### config.mk
export PLATFORM = sky130hd
export DESIGN_NAME = drsl_sequencer
export DESIGN_NICKNAME = d
export VERILOG_FILES = /design/src/drsl_pkg.sv /design/src/drsl_sequencer.sv
export SDC_FILE = /design/constraint.sdc
export NUM_CORES = 1
export LEC_CHECK = 0
export ABC_AREA = 1
export ABC_CLOCK_PERIOD_IN_PS = 3200
export BUFFER_PORTS_ARGS = -buffer_cell sky130_fd_sc_hd__buf_2
export CORE_MARGIN = 4
export CORE_UTILIZATION = 25
export DETAILED_ROUTE_END_ITERATION = 10
export GPL_TIMING_DRIVEN = 0
export SYNTH_ARGS = -nofsm -noshare
export SYNTH_HDL_FRONTEND = slang
export SYNTH_SLANG_ARGS = --single-unit
### constraint.sdc
create_clock -name mclk -period 3.2 [get_ports mclk]
set_clock_uncertainty 0.1 [all_clocks]
set_input_delay 0.16 -clock mclk [delete_from_list [all_inputs] [get_ports mclk]]
set_output_delay 0.16 -clock mclk [all_outputs]
set_load 0.03 [all_outputs]
### src/drsl_pkg.sv
// Purpose: Shared constants, register layout and carrier types of the drive status LED sequencer.
// Assumes: A 10 MHz system clock; all pattern timing runs off a 100 us tick.
// Notes: Pattern times are kept in milliseconds and converted to ticks here.
`default_nettype none
package drsl_pkg;

  // System clock and the tick that every pattern counter advances on.
  localparam int unsigned CLK_HZ = 10_000_000;
  localparam int unsigned TICK_US = 100;
  localparam int unsigned TICK_CYC = CLK_HZ / 1_000_000 * TICK_US;
  localparam int unsigned CNT_W = 16;

  // Pattern times in milliseconds, as the indicator behaviour defines them.
  localparam int unsigned BLINK_HALF_MS = 200;   // 2.5 Hz square wave.
  localparam int unsigned FLICK_HALF_MS = 50;    // 10 Hz square wave.
  localparam int unsigned SLOW_HALF_MS = 500;    // 1 Hz square wave.
  localparam int unsigned FLASH_ON_MS = 200;
  localparam int unsigned FLASH_PAUSE_MS = 1000;
  localparam int unsigned FW_ON_MS = 100;
  localparam int unsigned FW_OFF_MS = 900;
  localparam int unsigned ACT_HOLD_MS = 100;

  // The same times counted in ticks.
  localparam int unsigned BLINK_T = BLINK_HALF_MS * 1000 / TICK_US;
  localparam int unsigned FLICK_T = FLICK_HALF_MS * 1000 / TICK_US;
  localparam int unsigned SLOW_T = SLOW_HALF_MS * 1000 / TICK_US;
  localparam int unsigned FLASH_T = FLASH_ON_MS * 1000 / TICK_US;
  localparam int unsigned PAUSE_T = FLASH_PAUSE_MS * 1000 / TICK_US;
  localparam int unsigned FW_ON_T = FW_ON_MS * 1000 / TICK_US;
  localparam int unsigned FW_OFF_T = FW_OFF_MS * 1000 / TICK_US;
  localparam int unsigned ACT_HOLD_T = ACT_HOLD_MS * 1000 / TICK_US;

  // Register byte offsets.
  localparam logic [7:0] OFF_NET_CTRL = 8'h00;
  localparam logic [7:0] OFF_DEV_CTRL = 8'h04;
  localparam logic [7:0] OFF_PORT_CTRL = 8'h08;
  localparam logic [7:0] OFF_LED_STAT = 8'h0c;

  // Field positions.
  localparam int unsigned NET_ST_LSB = 0;
  localparam int unsigned NET_WDOG_BIT = 8;
  localparam int unsigned NET_INT_BIT = 9;
  localparam int unsigned NET_CFG_BIT = 10;
  localparam int unsigned DEV_ST_LSB = 0;
  localparam int unsigned DEV_FW_BIT = 8;
  localparam int unsigned PORT_OPEN_LSB = 0;

  // Communication state codes.
  localparam logic [2:0] NS_INIT = 3'h0;
  localparam logic [2:0] NS_PREOP = 3'h1;
  localparam logic [2:0] NS_SAFEOP = 3'h2;
  localparam logic [2:0] NS_OP = 3'h3;
  localparam logic [2:0] NS_BOOT = 3'h4;

  // Power stage state codes.
  localparam logic [2:0] DS_SW_ON_DIS = 3'h0;
  localparam logic [2:0] DS_READY = 3'h1;
  localparam logic [2:0] DS_SWITCHED_ON = 3'h2;
  localparam logic [2:0] DS_OP_EN = 3'h3;
  localparam logic [2:0] DS_QSTOP = 3'h4;
  localparam logic [2:0] DS_FAULT = 3'h5;
  localparam logic [2:0] DS_FAULT_REACT = 3'h6;

  // Reset values of the control fields.
  localparam logic [2:0] NET_ST_RST = NS_INIT;
  localparam logic [2:0] DEV_ST_RST = DS_SW_ON_DIS;
  localparam logic FW_BAD_RST = 1'b0;
  localparam logic [1:0] PORT_OPEN_RST = 2'h0;

  // LED drive lines.
  typedef struct packed {
    logic net_green;
    logic net_red;
    logic dev_green;
    logic dev_red;
    logic [1:0] link;
  } drsl_leds_t;

  // Whole state of the top module.
  typedef struct packed {
    logic [CNT_W-1:0] tick_cnt;
    logic tick;
    logic [2:0] net_st;
    logic wdog_err;
    logic int_err;
    logic cfg_err;
    logic [2:0] dev_st;
    logic fw_bad;
    logic [1:0] port_open;
    logic [1:0][CNT_W-1:0] act_cnt;
    logic [31:0] prdata;
    drsl_leds_t leds;
  } drsl_state_t;

  // State of one pattern counter.
  typedef struct packed {
    logic [CNT_W-1:0] cnt;
  } drsl_cyc_t;

endpackage : drsl_pkg
`default_nettype wire

### src/drsl_sequencer.sv
// Purpose: Drives the network, device and port link LEDs of a motor drive from firmware state over APB.
// Assumes: APB slave with zero wait states; inputs are synchronous to mclk.
// Notes: Pattern counters run freely, so a pattern may start mid-period when its cause appears.
// Contract
// - Network green off in init, blink preop, single flash safeop, on op, flicker bootstrap.
// - Network red stays off while no communication error is reported.
// - Watchdog timeout shows double flash on network red.
// - Internal error leaving communication state shows single flash on network red.
// - Configuration error makes network red blink continuously.
// - Blink is a continuous square wave near 2.5 Hz.
// - Flicker is a continuous square wave near 10 Hz.
// - Each network flash lights about 0.2 s; the flash group is followed by 1 s dark.
// - Power stage disabled states: device green blinks slowly, device red off.
// - Slow blink toggles continuously near 1 Hz.
// - Operation enabled or quick stop: device green on, device red off.
// - Fault: device green off, device red on.
// - Fault reaction active: both device LEDs on.
// - Invalid firmware or download: red on, green flashes 0.9 s off, 0.1 s on.
// - Each fieldbus port drives its own link LED from its own state.
// - Link LED flickers when port open with frame activity.
`timescale 1ns/1ps
`default_nettype none

// Free-running pattern counter that advances once per tick and wraps at PERIOD.
module drsl_cycle
  import drsl_pkg::*;
#(
  parameter int unsigned PERIOD = 2
) (
  input wire logic mclk,
  input wire logic rst,
  input wire logic tick,
  output logic [CNT_W-1:0] cnt
);

  drsl_cyc_t st_r;
  drsl_cyc_t st_nxt;

  // Advance on the tick and wrap so the pattern repeats without a gap.
  always_comb begin
    st_nxt = st_r;
    if (tick) begin
      if (st_r.cnt == CNT_W'(PERIOD - 1)) begin
        st_nxt.cnt = '0;
      end else begin
        st_nxt.cnt = st_r.cnt + CNT_W'(1);
      end
    end
  end

  // Cleared by reset so every timebase starts from a known phase.
  always_ff @(posedge mclk) begin
    if (rst) begin
      st_r <= '0;
    end else begin
      st_r <= st_nxt;
    end
  end

  assign cnt = st_r.cnt;
endmodule : drsl_cycle

module drsl_sequencer
  import drsl_pkg::*;
#(
  parameter int unsigned TICK_DIV = TICK_CYC,
  parameter int unsigned BLINK_TK = BLINK_T,
  parameter int unsigned FLICK_TK = FLICK_T,
  parameter int unsigned SLOW_TK = SLOW_T,
  parameter int unsigned FLASH_TK = FLASH_T,
  parameter int unsigned PAUSE_TK = PAUSE_T,
  parameter int unsigned FW_ON_TK = FW_ON_T,
  parameter int unsigned FW_OFF_TK = FW_OFF_T,
  parameter int unsigned ACT_HOLD_TK = ACT_HOLD_T
) (
  input wire logic mclk,
  input wire logic rst,
  input wire logic psel,
  input wire logic penable,
  input wire logic pwrite,
  input wire logic [7:0] paddr,
  input wire logic [31:0] pwdata,
  output logic [31:0] prdata,
  output logic pready,
  output logic pslverr,
  input wire logic [1:0] port_frame,
  output drsl_leds_t leds
);

  drsl_state_t st_r;
  drsl_state_t st_nxt;
  logic [CNT_W-1:0] blink_cnt;
  logic [CNT_W-1:0] flick_cnt;
  logic [CNT_W-1:0] slow_cnt;
  logic [CNT_W-1:0] sgl_cnt;
  logic [CNT_W-1:0] dbl_cnt;
  logic [CNT_W-1:0] fw_cnt;
  logic blink_on;
  logic flick_on;
  logic slow_on;
  logic sgl_on;
  logic dbl_on;
  logic fw_on;
  logic unmapped;
  logic wr_en;
  logic setup;

  // Pattern timebases, all driven by the shared tick.
  drsl_cycle #(.PERIOD(2 * BLINK_TK)) u_blink (.mclk(mclk), .rst(rst), .tick(st_r.tick), .cnt(blink_cnt));
  drsl_cycle #(.PERIOD(2 * FLICK_TK)) u_flick (.mclk(mclk), .rst(rst), .tick(st_r.tick), .cnt(flick_cnt));
  drsl_cycle #(.PERIOD(2 * SLOW_TK)) u_slow (.mclk(mclk), .rst(rst), .tick(st_r.tick), .cnt(slow_cnt));
  drsl_cycle #(.PERIOD(FLASH_TK + PAUSE_TK)) u_sgl (.mclk(mclk), .rst(rst), .tick(st_r.tick), .cnt(sgl_cnt));
  drsl_cycle #(.PERIOD(3 * FLASH_TK + PAUSE_TK)) u_dbl (.mclk(mclk), .rst(rst), .tick(st_r.tick), .cnt(dbl_cnt));
  drsl_cycle #(.PERIOD(FW_ON_TK + FW_OFF_TK)) u_fw (.mclk(mclk), .rst(rst), .tick(st_r.tick), .cnt(fw_cnt));

  // Wave shapes decoded from the counters.
  assign blink_on = blink_cnt < CNT_W'(BLINK_TK);
  assign flick_on = flick_cnt < CNT_W'(FLICK_TK);
  assign slow_on = slow_cnt < CNT_W'(SLOW_TK);
  assign sgl_on = sgl_cnt < CNT_W'(FLASH_TK);
  // Second flash starts after a gap as long as one flash.
  assign dbl_on = (dbl_cnt < CNT_W'(FLASH_TK)) ||
                  ((dbl_cnt >= CNT_W'(2 * FLASH_TK)) && (dbl_cnt < CNT_W'(3 * FLASH_TK)));
  assign fw_on = fw_cnt < CNT_W'(FW_ON_TK);

  // APB decode; the slave never inserts wait states.
  assign setup = psel && !penable;
  assign unmapped = (paddr != OFF_NET_CTRL) && (paddr != OFF_DEV_CTRL) &&
                    (paddr != OFF_PORT_CTRL) && (paddr != OFF_LED_STAT);
  assign wr_en = psel && penable && pwrite && !unmapped;
  assign pready = psel && penable;
  assign pslverr = psel && penable && unmapped;
  assign prdata = st_r.prdata;
  assign leds = st_r.leds;

  // Next state: tick divider, register writes, activity stretch and LED selection.
  always_comb begin
    st_nxt = st_r;
    // Tick divider.
    st_nxt.tick = 1'b0;
    if (st_r.tick_cnt == CNT_W'(TICK_DIV - 1)) begin
      st_nxt.tick_cnt = '0;
      st_nxt.tick = 1'b1;
    end else begin
      st_nxt.tick_cnt = st_r.tick_cnt + CNT_W'(1);
    end
    // Register writes.
    if (wr_en) begin
      unique case (paddr)
        OFF_NET_CTRL: begin
          st_nxt.net_st = pwdata[NET_ST_LSB +: 3];
          st_nxt.wdog_err = pwdata[NET_WDOG_BIT];
          st_nxt.int_err = pwdata[NET_INT_BIT];
          st_nxt.cfg_err = pwdata[NET_CFG_BIT];
        end
        OFF_DEV_CTRL: begin
          st_nxt.dev_st = pwdata[DEV_ST_LSB +: 3];
          st_nxt.fw_bad = pwdata[DEV_FW_BIT];
        end
        OFF_PORT_CTRL: begin
          st_nxt.port_open = pwdata[PORT_OPEN_LSB +: 2];
        end
        default: begin
          st_nxt.port_open = st_r.port_open;
        end
      endcase
    end
    // Read data is latched in the setup cycle so it comes from a flip-flop in the access cycle.
    if (setup) begin
      st_nxt.prdata = '0;
      unique case (paddr)
        OFF_NET_CTRL: begin
          st_nxt.prdata[NET_ST_LSB +: 3] = st_r.net_st;
          st_nxt.prdata[NET_WDOG_BIT] = st_r.wdog_err;
          st_nxt.prdata[NET_INT_BIT] = st_r.int_err;
          st_nxt.prdata[NET_CFG_BIT] = st_r.cfg_err;
        end
        OFF_DEV_CTRL: begin
          st_nxt.prdata[DEV_ST_LSB +: 3] = st_r.dev_st;
          st_nxt.prdata[DEV_FW_BIT] = st_r.fw_bad;
        end
        OFF_PORT_CTRL: begin
          st_nxt.prdata[PORT_OPEN_LSB +: 2] = st_r.port_open;
        end
        OFF_LED_STAT: begin
          st_nxt.prdata[5:0] = st_r.leds;
          st_nxt.prdata[6] = st_r.act_cnt[0] != '0;
          st_nxt.prdata[7] = st_r.act_cnt[1] != '0;
        end
        default: begin
          st_nxt.prdata = '0;
        end
      endcase
    end
    // A frame reloads the stretch timer, so brief traffic still shows as visible flicker.
    for (int i = 0; i < 2; i++) begin
      if (port_frame[i]) begin
        st_nxt.act_cnt[i] = CNT_W'(ACT_HOLD_TK);
      end else if (st_r.tick && st_r.act_cnt[i] != '0) begin
        st_nxt.act_cnt[i] = st_r.act_cnt[i] - CNT_W'(1);
      end
      if (!st_r.port_open[i]) begin
        st_nxt.leds.link[i] = 1'b0;
      end else if (st_r.act_cnt[i] != '0) begin
        st_nxt.leds.link[i] = flick_on;
      end else begin
        st_nxt.leds.link[i] = 1'b1;
      end
    end
    // Network green follows the communication state.
    unique case (st_r.net_st)
      NS_PREOP: st_nxt.leds.net_green = blink_on;
      NS_SAFEOP: st_nxt.leds.net_green = sgl_on;
      NS_OP: st_nxt.leds.net_green = 1'b1;
      NS_BOOT: st_nxt.leds.net_green = flick_on;
      default: st_nxt.leds.net_green = 1'b0;
    endcase
    // Network red shows the most severe active error.
    if (st_r.wdog_err) begin
      st_nxt.leds.net_red = dbl_on;
    end else if (st_r.int_err) begin
      st_nxt.leds.net_red = sgl_on;
    end else if (st_r.cfg_err) begin
      st_nxt.leds.net_red = blink_on;
    end else begin
      st_nxt.leds.net_red = 1'b0;
    end
    // Device LEDs; a missing firmware image overrides the power stage display.
    if (st_r.fw_bad) begin
      st_nxt.leds.dev_green = fw_on;
      st_nxt.leds.dev_red = 1'b1;
    end else begin
      unique case (st_r.dev_st)
        DS_SW_ON_DIS, DS_READY, DS_SWITCHED_ON: begin
          st_nxt.leds.dev_green = slow_on;
          st_nxt.leds.dev_red = 1'b0;
        end
        DS_OP_EN, DS_QSTOP: begin
          st_nxt.leds.dev_green = 1'b1;
          st_nxt.leds.dev_red = 1'b0;
        end
        DS_FAULT: begin
          st_nxt.leds.dev_green = 1'b0;
          st_nxt.leds.dev_red = 1'b1;
        end
        DS_FAULT_REACT: begin
          st_nxt.leds.dev_green = 1'b1;
          st_nxt.leds.dev_red = 1'b1;
        end
        default: begin
          st_nxt.leds.dev_green = 1'b0;
          st_nxt.leds.dev_red = 1'b0;
        end
      endcase
    end
  end

  // State register with synchronous reset.
  always_ff @(posedge mclk) begin
    if (rst) begin
      st_r <= '0;
      st_r.net_st <= NET_ST_RST;
      st_r.dev_st <= DEV_ST_RST;
      st_r.fw_bad <= FW_BAD_RST;
      st_r.port_open <= PORT_OPEN_RST;
    end else begin
      st_r <= st_nxt;
    end
  end
endmodule : drsl_sequencer
`default_nettype wire

# Yosys cells after proc, flatten, opt, wreduce, memory -nomap -nowiden
# Index checks and enable logic that the tools add are counted.
# totals
regBits	174
inputBits	47
wordCells	123
# op_classes
mux	24
n_eq_ne	23
order_cmp	8
bitwise_logic	2
n_addsub	9
n_reduce_logical	31
# ops
op	count
$add A16 B1 Y16 const B	7
$mux W16	6
$eq A16 B14 Y1 const B	4
$lt A16 B11 Y1 const B	3
$mux W10	4
$eq A16 B10 Y1 const B	2
$lt A16 B13 Y1 const B	2
$reduce_bool A16 Y1	2
$sub A16 B1 Y16 const B	2
$eq A16 B12 Y1 const B	1
$eq A8 B4 Y1 const B	2
$ge A16 B12 Y1 const B	1
$lt A16 B10 Y1 const B	1
$lt A16 B9 Y1 const B	1
$ne A8 B4 Y1 const B	2
$pmux W2 S4	2
$eq A3 B2 Y1 const B	4
$eq A3 B3 Y1 const B	4
$reduce_or A2 Y1	6
$logic_and A1 B1 Y1	11
$eq A8 B3 Y1 const B	1
$logic_not A8 Y1	1
$ne A8 B3 Y1 const B	1
$reduce_bool A8 Y1	1
14 further kinds	26

# Depth between registers and ports, before layout
# depth
word_depth	7
depth_mapped	11
depth_no_buf	11

# Cells and area by module
# A second synthesis with hierarchy kept.
# unflattened
hier_cells	1496
area_unflattened_um2	9923.3
# by_module_without_submodules
mod	cells_each	seq_area_each_um2	area_per_inst_um2	instances
drsl_sequencer	720	1561.5	4628.2	1
drsl_cycle at u_fw ...	131	320.3	887.1	2
drsl_cycle at u_dbl	127	320.3	900.9	1
drsl_cycle at u_flick	140	320.3	883.3	1
drsl_cycle at u_sgl	123	320.3	878.3	1
drsl_cycle at u_blink	124	320.3	858.3	1

# Least setup slack after synthesis
# No wires, ideal clock.
# synth_path
kind	flip-flop to flip-flop
startpoint	register u_fw.st_r, in the netlist u_fw.cnt[0]
endpoint	register u_fw.st_r, in the netlist u_fw.cnt[9]
path_buffers	1
stages_incl_launch_ff	11
synth_period_minus_slack_ns	1.501
t_arrival_ns	1.287
slack_ns	1.699
setup_time_ns	0.115
t_required_ns	2.985
path_cell_list	dfxtp_1 -> ha_1 -> nand2_1 -> nor2_1 -> nand2_1 -> nor3_1 -> nand2_1 -> nand2_1 -> buf_4 -> nor2_1 -> o21a_1
# synth_between
elab_chain_len	2
# synth_lines
element	line	rtl
from (decl)	drsl_sequencer.sv:36	drsl_cyc_t st_r;
from (signal assigned)	drsl_sequencer.sv:56	st_r <= st_nxt;
$add A16 B1 Y16 or $eq A16 B14 Y1 (tied branches)	drsl_sequencer.sv:46, drsl_sequencer.sv:43	
$mux W16 *	drsl_sequencer.sv:43	if (st_r.cnt == CNT_W'(PERIOD - 1)) begin
# Mark *: on every way between the ends. The rest lies on a longest branch, timed or not.
# A chain may end at the register's enable or synchronous reset.

# Worst setup path after layout
# layout_path
startpoint	register st_r[83] in the netlist's numbering
endpoint	register st_r[87] in the netlist's numbering
# layout_between
elab_chain_len	2
# layout_lines
element	line	rtl
from (decl)	drsl_sequencer.sv:90	drsl_state_t st_r;
from (signal assigned)	drsl_sequencer.sv:267	st_r <= st_nxt;
branches (longest 2 deep; another with $add A16 B1 Y16)	n/a	
# Several ways; the timed one is not identified.

==> reports/metrics.cfg <==
[sta]
min_period_ps=1820
slew_headroom_pct=44.8
finalSetupTns_ps=0
rsz0062_at_grt=no
setup_violations=0
fmax_mhz=550
hold-worst-slack_ps=41.0
worstMarginPinSlew_ps=829
maxSlewViolCount=0
fin_crit_sh_pct=56.8
hold_viol_final=0
fin_ws_ps=1380

[run_status]
status=finished, final reports clean

[pwr]
p_leak_nw=4.53
p_per_area_nw_per_um2=408
power_mw=4.50
ir_drop_mv=0.319

[setup_path]
r2r_end=st_r[87]
startpoint=st_r[83]
cpMostUsedCell=nand3_1
crit_path_max_fanout=10
end_kind=flip-flop
reg2reg_depth=7
max_stage_delay_ps=360
start_kind=flip-flop
slowest_stage=dfxtp_1
path_class=reg2reg
rr_startpoint=st_r[83]
endpoint=st_r[87]
rrSetupSlack_ps=1380
critical_path_arrival_ps=2030
path_cells=ha_1, nand3_1, nor4_1, nand3_1, nand2_2, buf_4, a21oi_1
worstPathRequired_ps=3410

[global_route]
grt_max_degree=17
grt_pass1_wl_um=39700
antenna_found_initial=0
grt_pass1_vias=8402
overflow=0
track_usage_pct=11.4

[floorplanning]
initial_core_util_pct=25.3
die_y_um=203
coreArea_um2=37600
die-area_um2=41200
rows=71
io_pins=87
die_width_um=203

[drt]
vias_per_cell=4.35
route.detailed.drc=0
first_pass_iters=7
avgRoutedWirePerCell_um=11.5
wl_um=23400
drt_iter0_drc=598
ant_nets=0
via_count=8861

[clock_network]
cts_buffers=17
insertion_delay_ps=430
cts_tree=built
clk_pin_slew_worst_paths_ps=70
cts_max_level=4
cts-root-buf=clkbuf_16
cts_buffer_depth=2
clkSinkCount=174

[logic_synthesis]
syn_area_um2=9500
synth.distinct_cells=46
synthTopCellsByArea=dfxtp_1 (37%), nand2_1 (13%), nor2_1 (8.8%)
synth_enable_flop_cells=0
syn_inst=1429
synth_seq_cells=174
yosysWarnings=0
seq_area_frac_synth_pct=36.7
synth_area_per_cell_um2=6.65
netlist.area_leader.share_pct=36.7
async_flop_share_pct=0
synth_top_area_cell=dfxtp_1
ys.flop_type=dfxtp_1

[final_layout]
mostFrequentLayoutCells=nand2_1 (327), nor2_1 (223), inv_1 (177), dfxtp_1 (174), nand3_1 (91)
drive_gt1_share_pct=12.8
area_delta_synth_final_pct=16.2
antenna_cells=0
final_core_util_pct=29.4
fin_nets=1573
final_common_cell=nand2_1

[placed_design]
numPortBuffers=38
gp_congestion=0.853
detailedPlacementHpwl_um=17400
place_ws_ps=1370

[job]
cap_violations=0

[hold_path]
hp-class=in2reg

## area by class of cell
class / count / area (um2)
fillers: 4104 / 26500
multi-input cells: 1027 / 4940
flip-flops and latches: 174 / 3480
inverters: 185 / 699
well taps: 511 / 639
clock buffers: 21 / 470
plain buffers: 63 / 455
repair buffers: 46 / 270
clock inverters: 9 / 87.6
## stage by stage
step / cells / instance area [um2]
floorplan: 1449 / 9570
global placement: 1998 / 10400
detailed placement: 1998 / 10400
CTS: 2036 / 11000
global route: 2036 / 11000
finish: 2036 / 11000
## sequential cells by signal, indices dropped and copies added (netlist names)
name and cells:
u_fw.cnt 16, u_sgl.cnt 16, u_flick.cnt 16, u_slow.cnt 16, leds 6, st_r 61
prdata 11, u_blink.cnt 16, u_dbl.cnt 16
## power by group
part | switching, mW | internal (mW) | total (mW) | leakage, nW
Sequential | 0.0163 | 2.18 | 2.20 | 1.41
Clock | 0.891 | 1.13 | 2.02 | 0.263
Combinational | 0.192 | 0.0927 | 0.285 | 2.86
## cells in the mapped netlist, types with 7 or more instances
| library cell | number |
|---|---|
| inv_1 | 177 |
| xor2_1 | 21 |
| a21oi_1 | 82 |
| buf_4 | 43 |
| or2_2 | 8 |
| a31oi_1 | 7 |
| ha_1 | 12 |
| nand2_2 | 10 |
| nand4_1 | 28 |
| buf_2 | 10 |
| dfxtp_1 | 174 |
| nand2_1 | 327 |
| nor3_2 | 8 |
| nor3_1 | 62 |
| nand3_1 | 91 |
| nor3b_1 | 13 |
| nor2_2 | 20 |
| nor2_1 | 223 |
| o21ai_0 | 48 |
## timing repair
item                      4_1_cts  5_1_grt
hold endpoints to repair       17        0
hold buffers                    8        0
setup buffers                   0        0
resized for setup               0        0
## kinds of logic after synthesis
logic type	share of synthesized area, %
other	0.0395
DFF	36.7
buffers and inverters	12.2
AOI/OAI and AO/OA	8.42
xor gates and xnor gates	2.31
adders and majority gates	1.58
and+or+nand+nor	38.8
## worst max-delay path: cells and delay by family, from the launching register on
family	cells	cell delay, ps
AOI/OAI and AO/OA	1	50
and+or+nand+nor	4	780
buffers and inverters	1	200
DFF	1	360
adders and majority gates	1	200
## routing by layer
metal	part of all wire [%]	global-route usage [%]	vias up
li1	-	-	4677
met1	48	14.8	4028
met2	47	19.7	135
met3	3.3	2.25	21
met4	1.0	2.50	0
met5	0	0	-
## worst min path at each step
stage | to | depth (start not counted) | slack (ps) | startpoint
after floorplan | st_r[72] | 2 | 200 | pwdata[8]
after global placement | st_r[77] | 3 | 330 | pwdata[9]
after detailed placement | st_r[83] | 1 | 340 | st_r[83]
after CTS | prdata[9] | 4 | 40 | psel
after global routing | prdata[9] | 4 | 50 | psel
final | st_r[57] | 6 | 40 | port_frame[1]
Power figures use the tool's default switching activity.
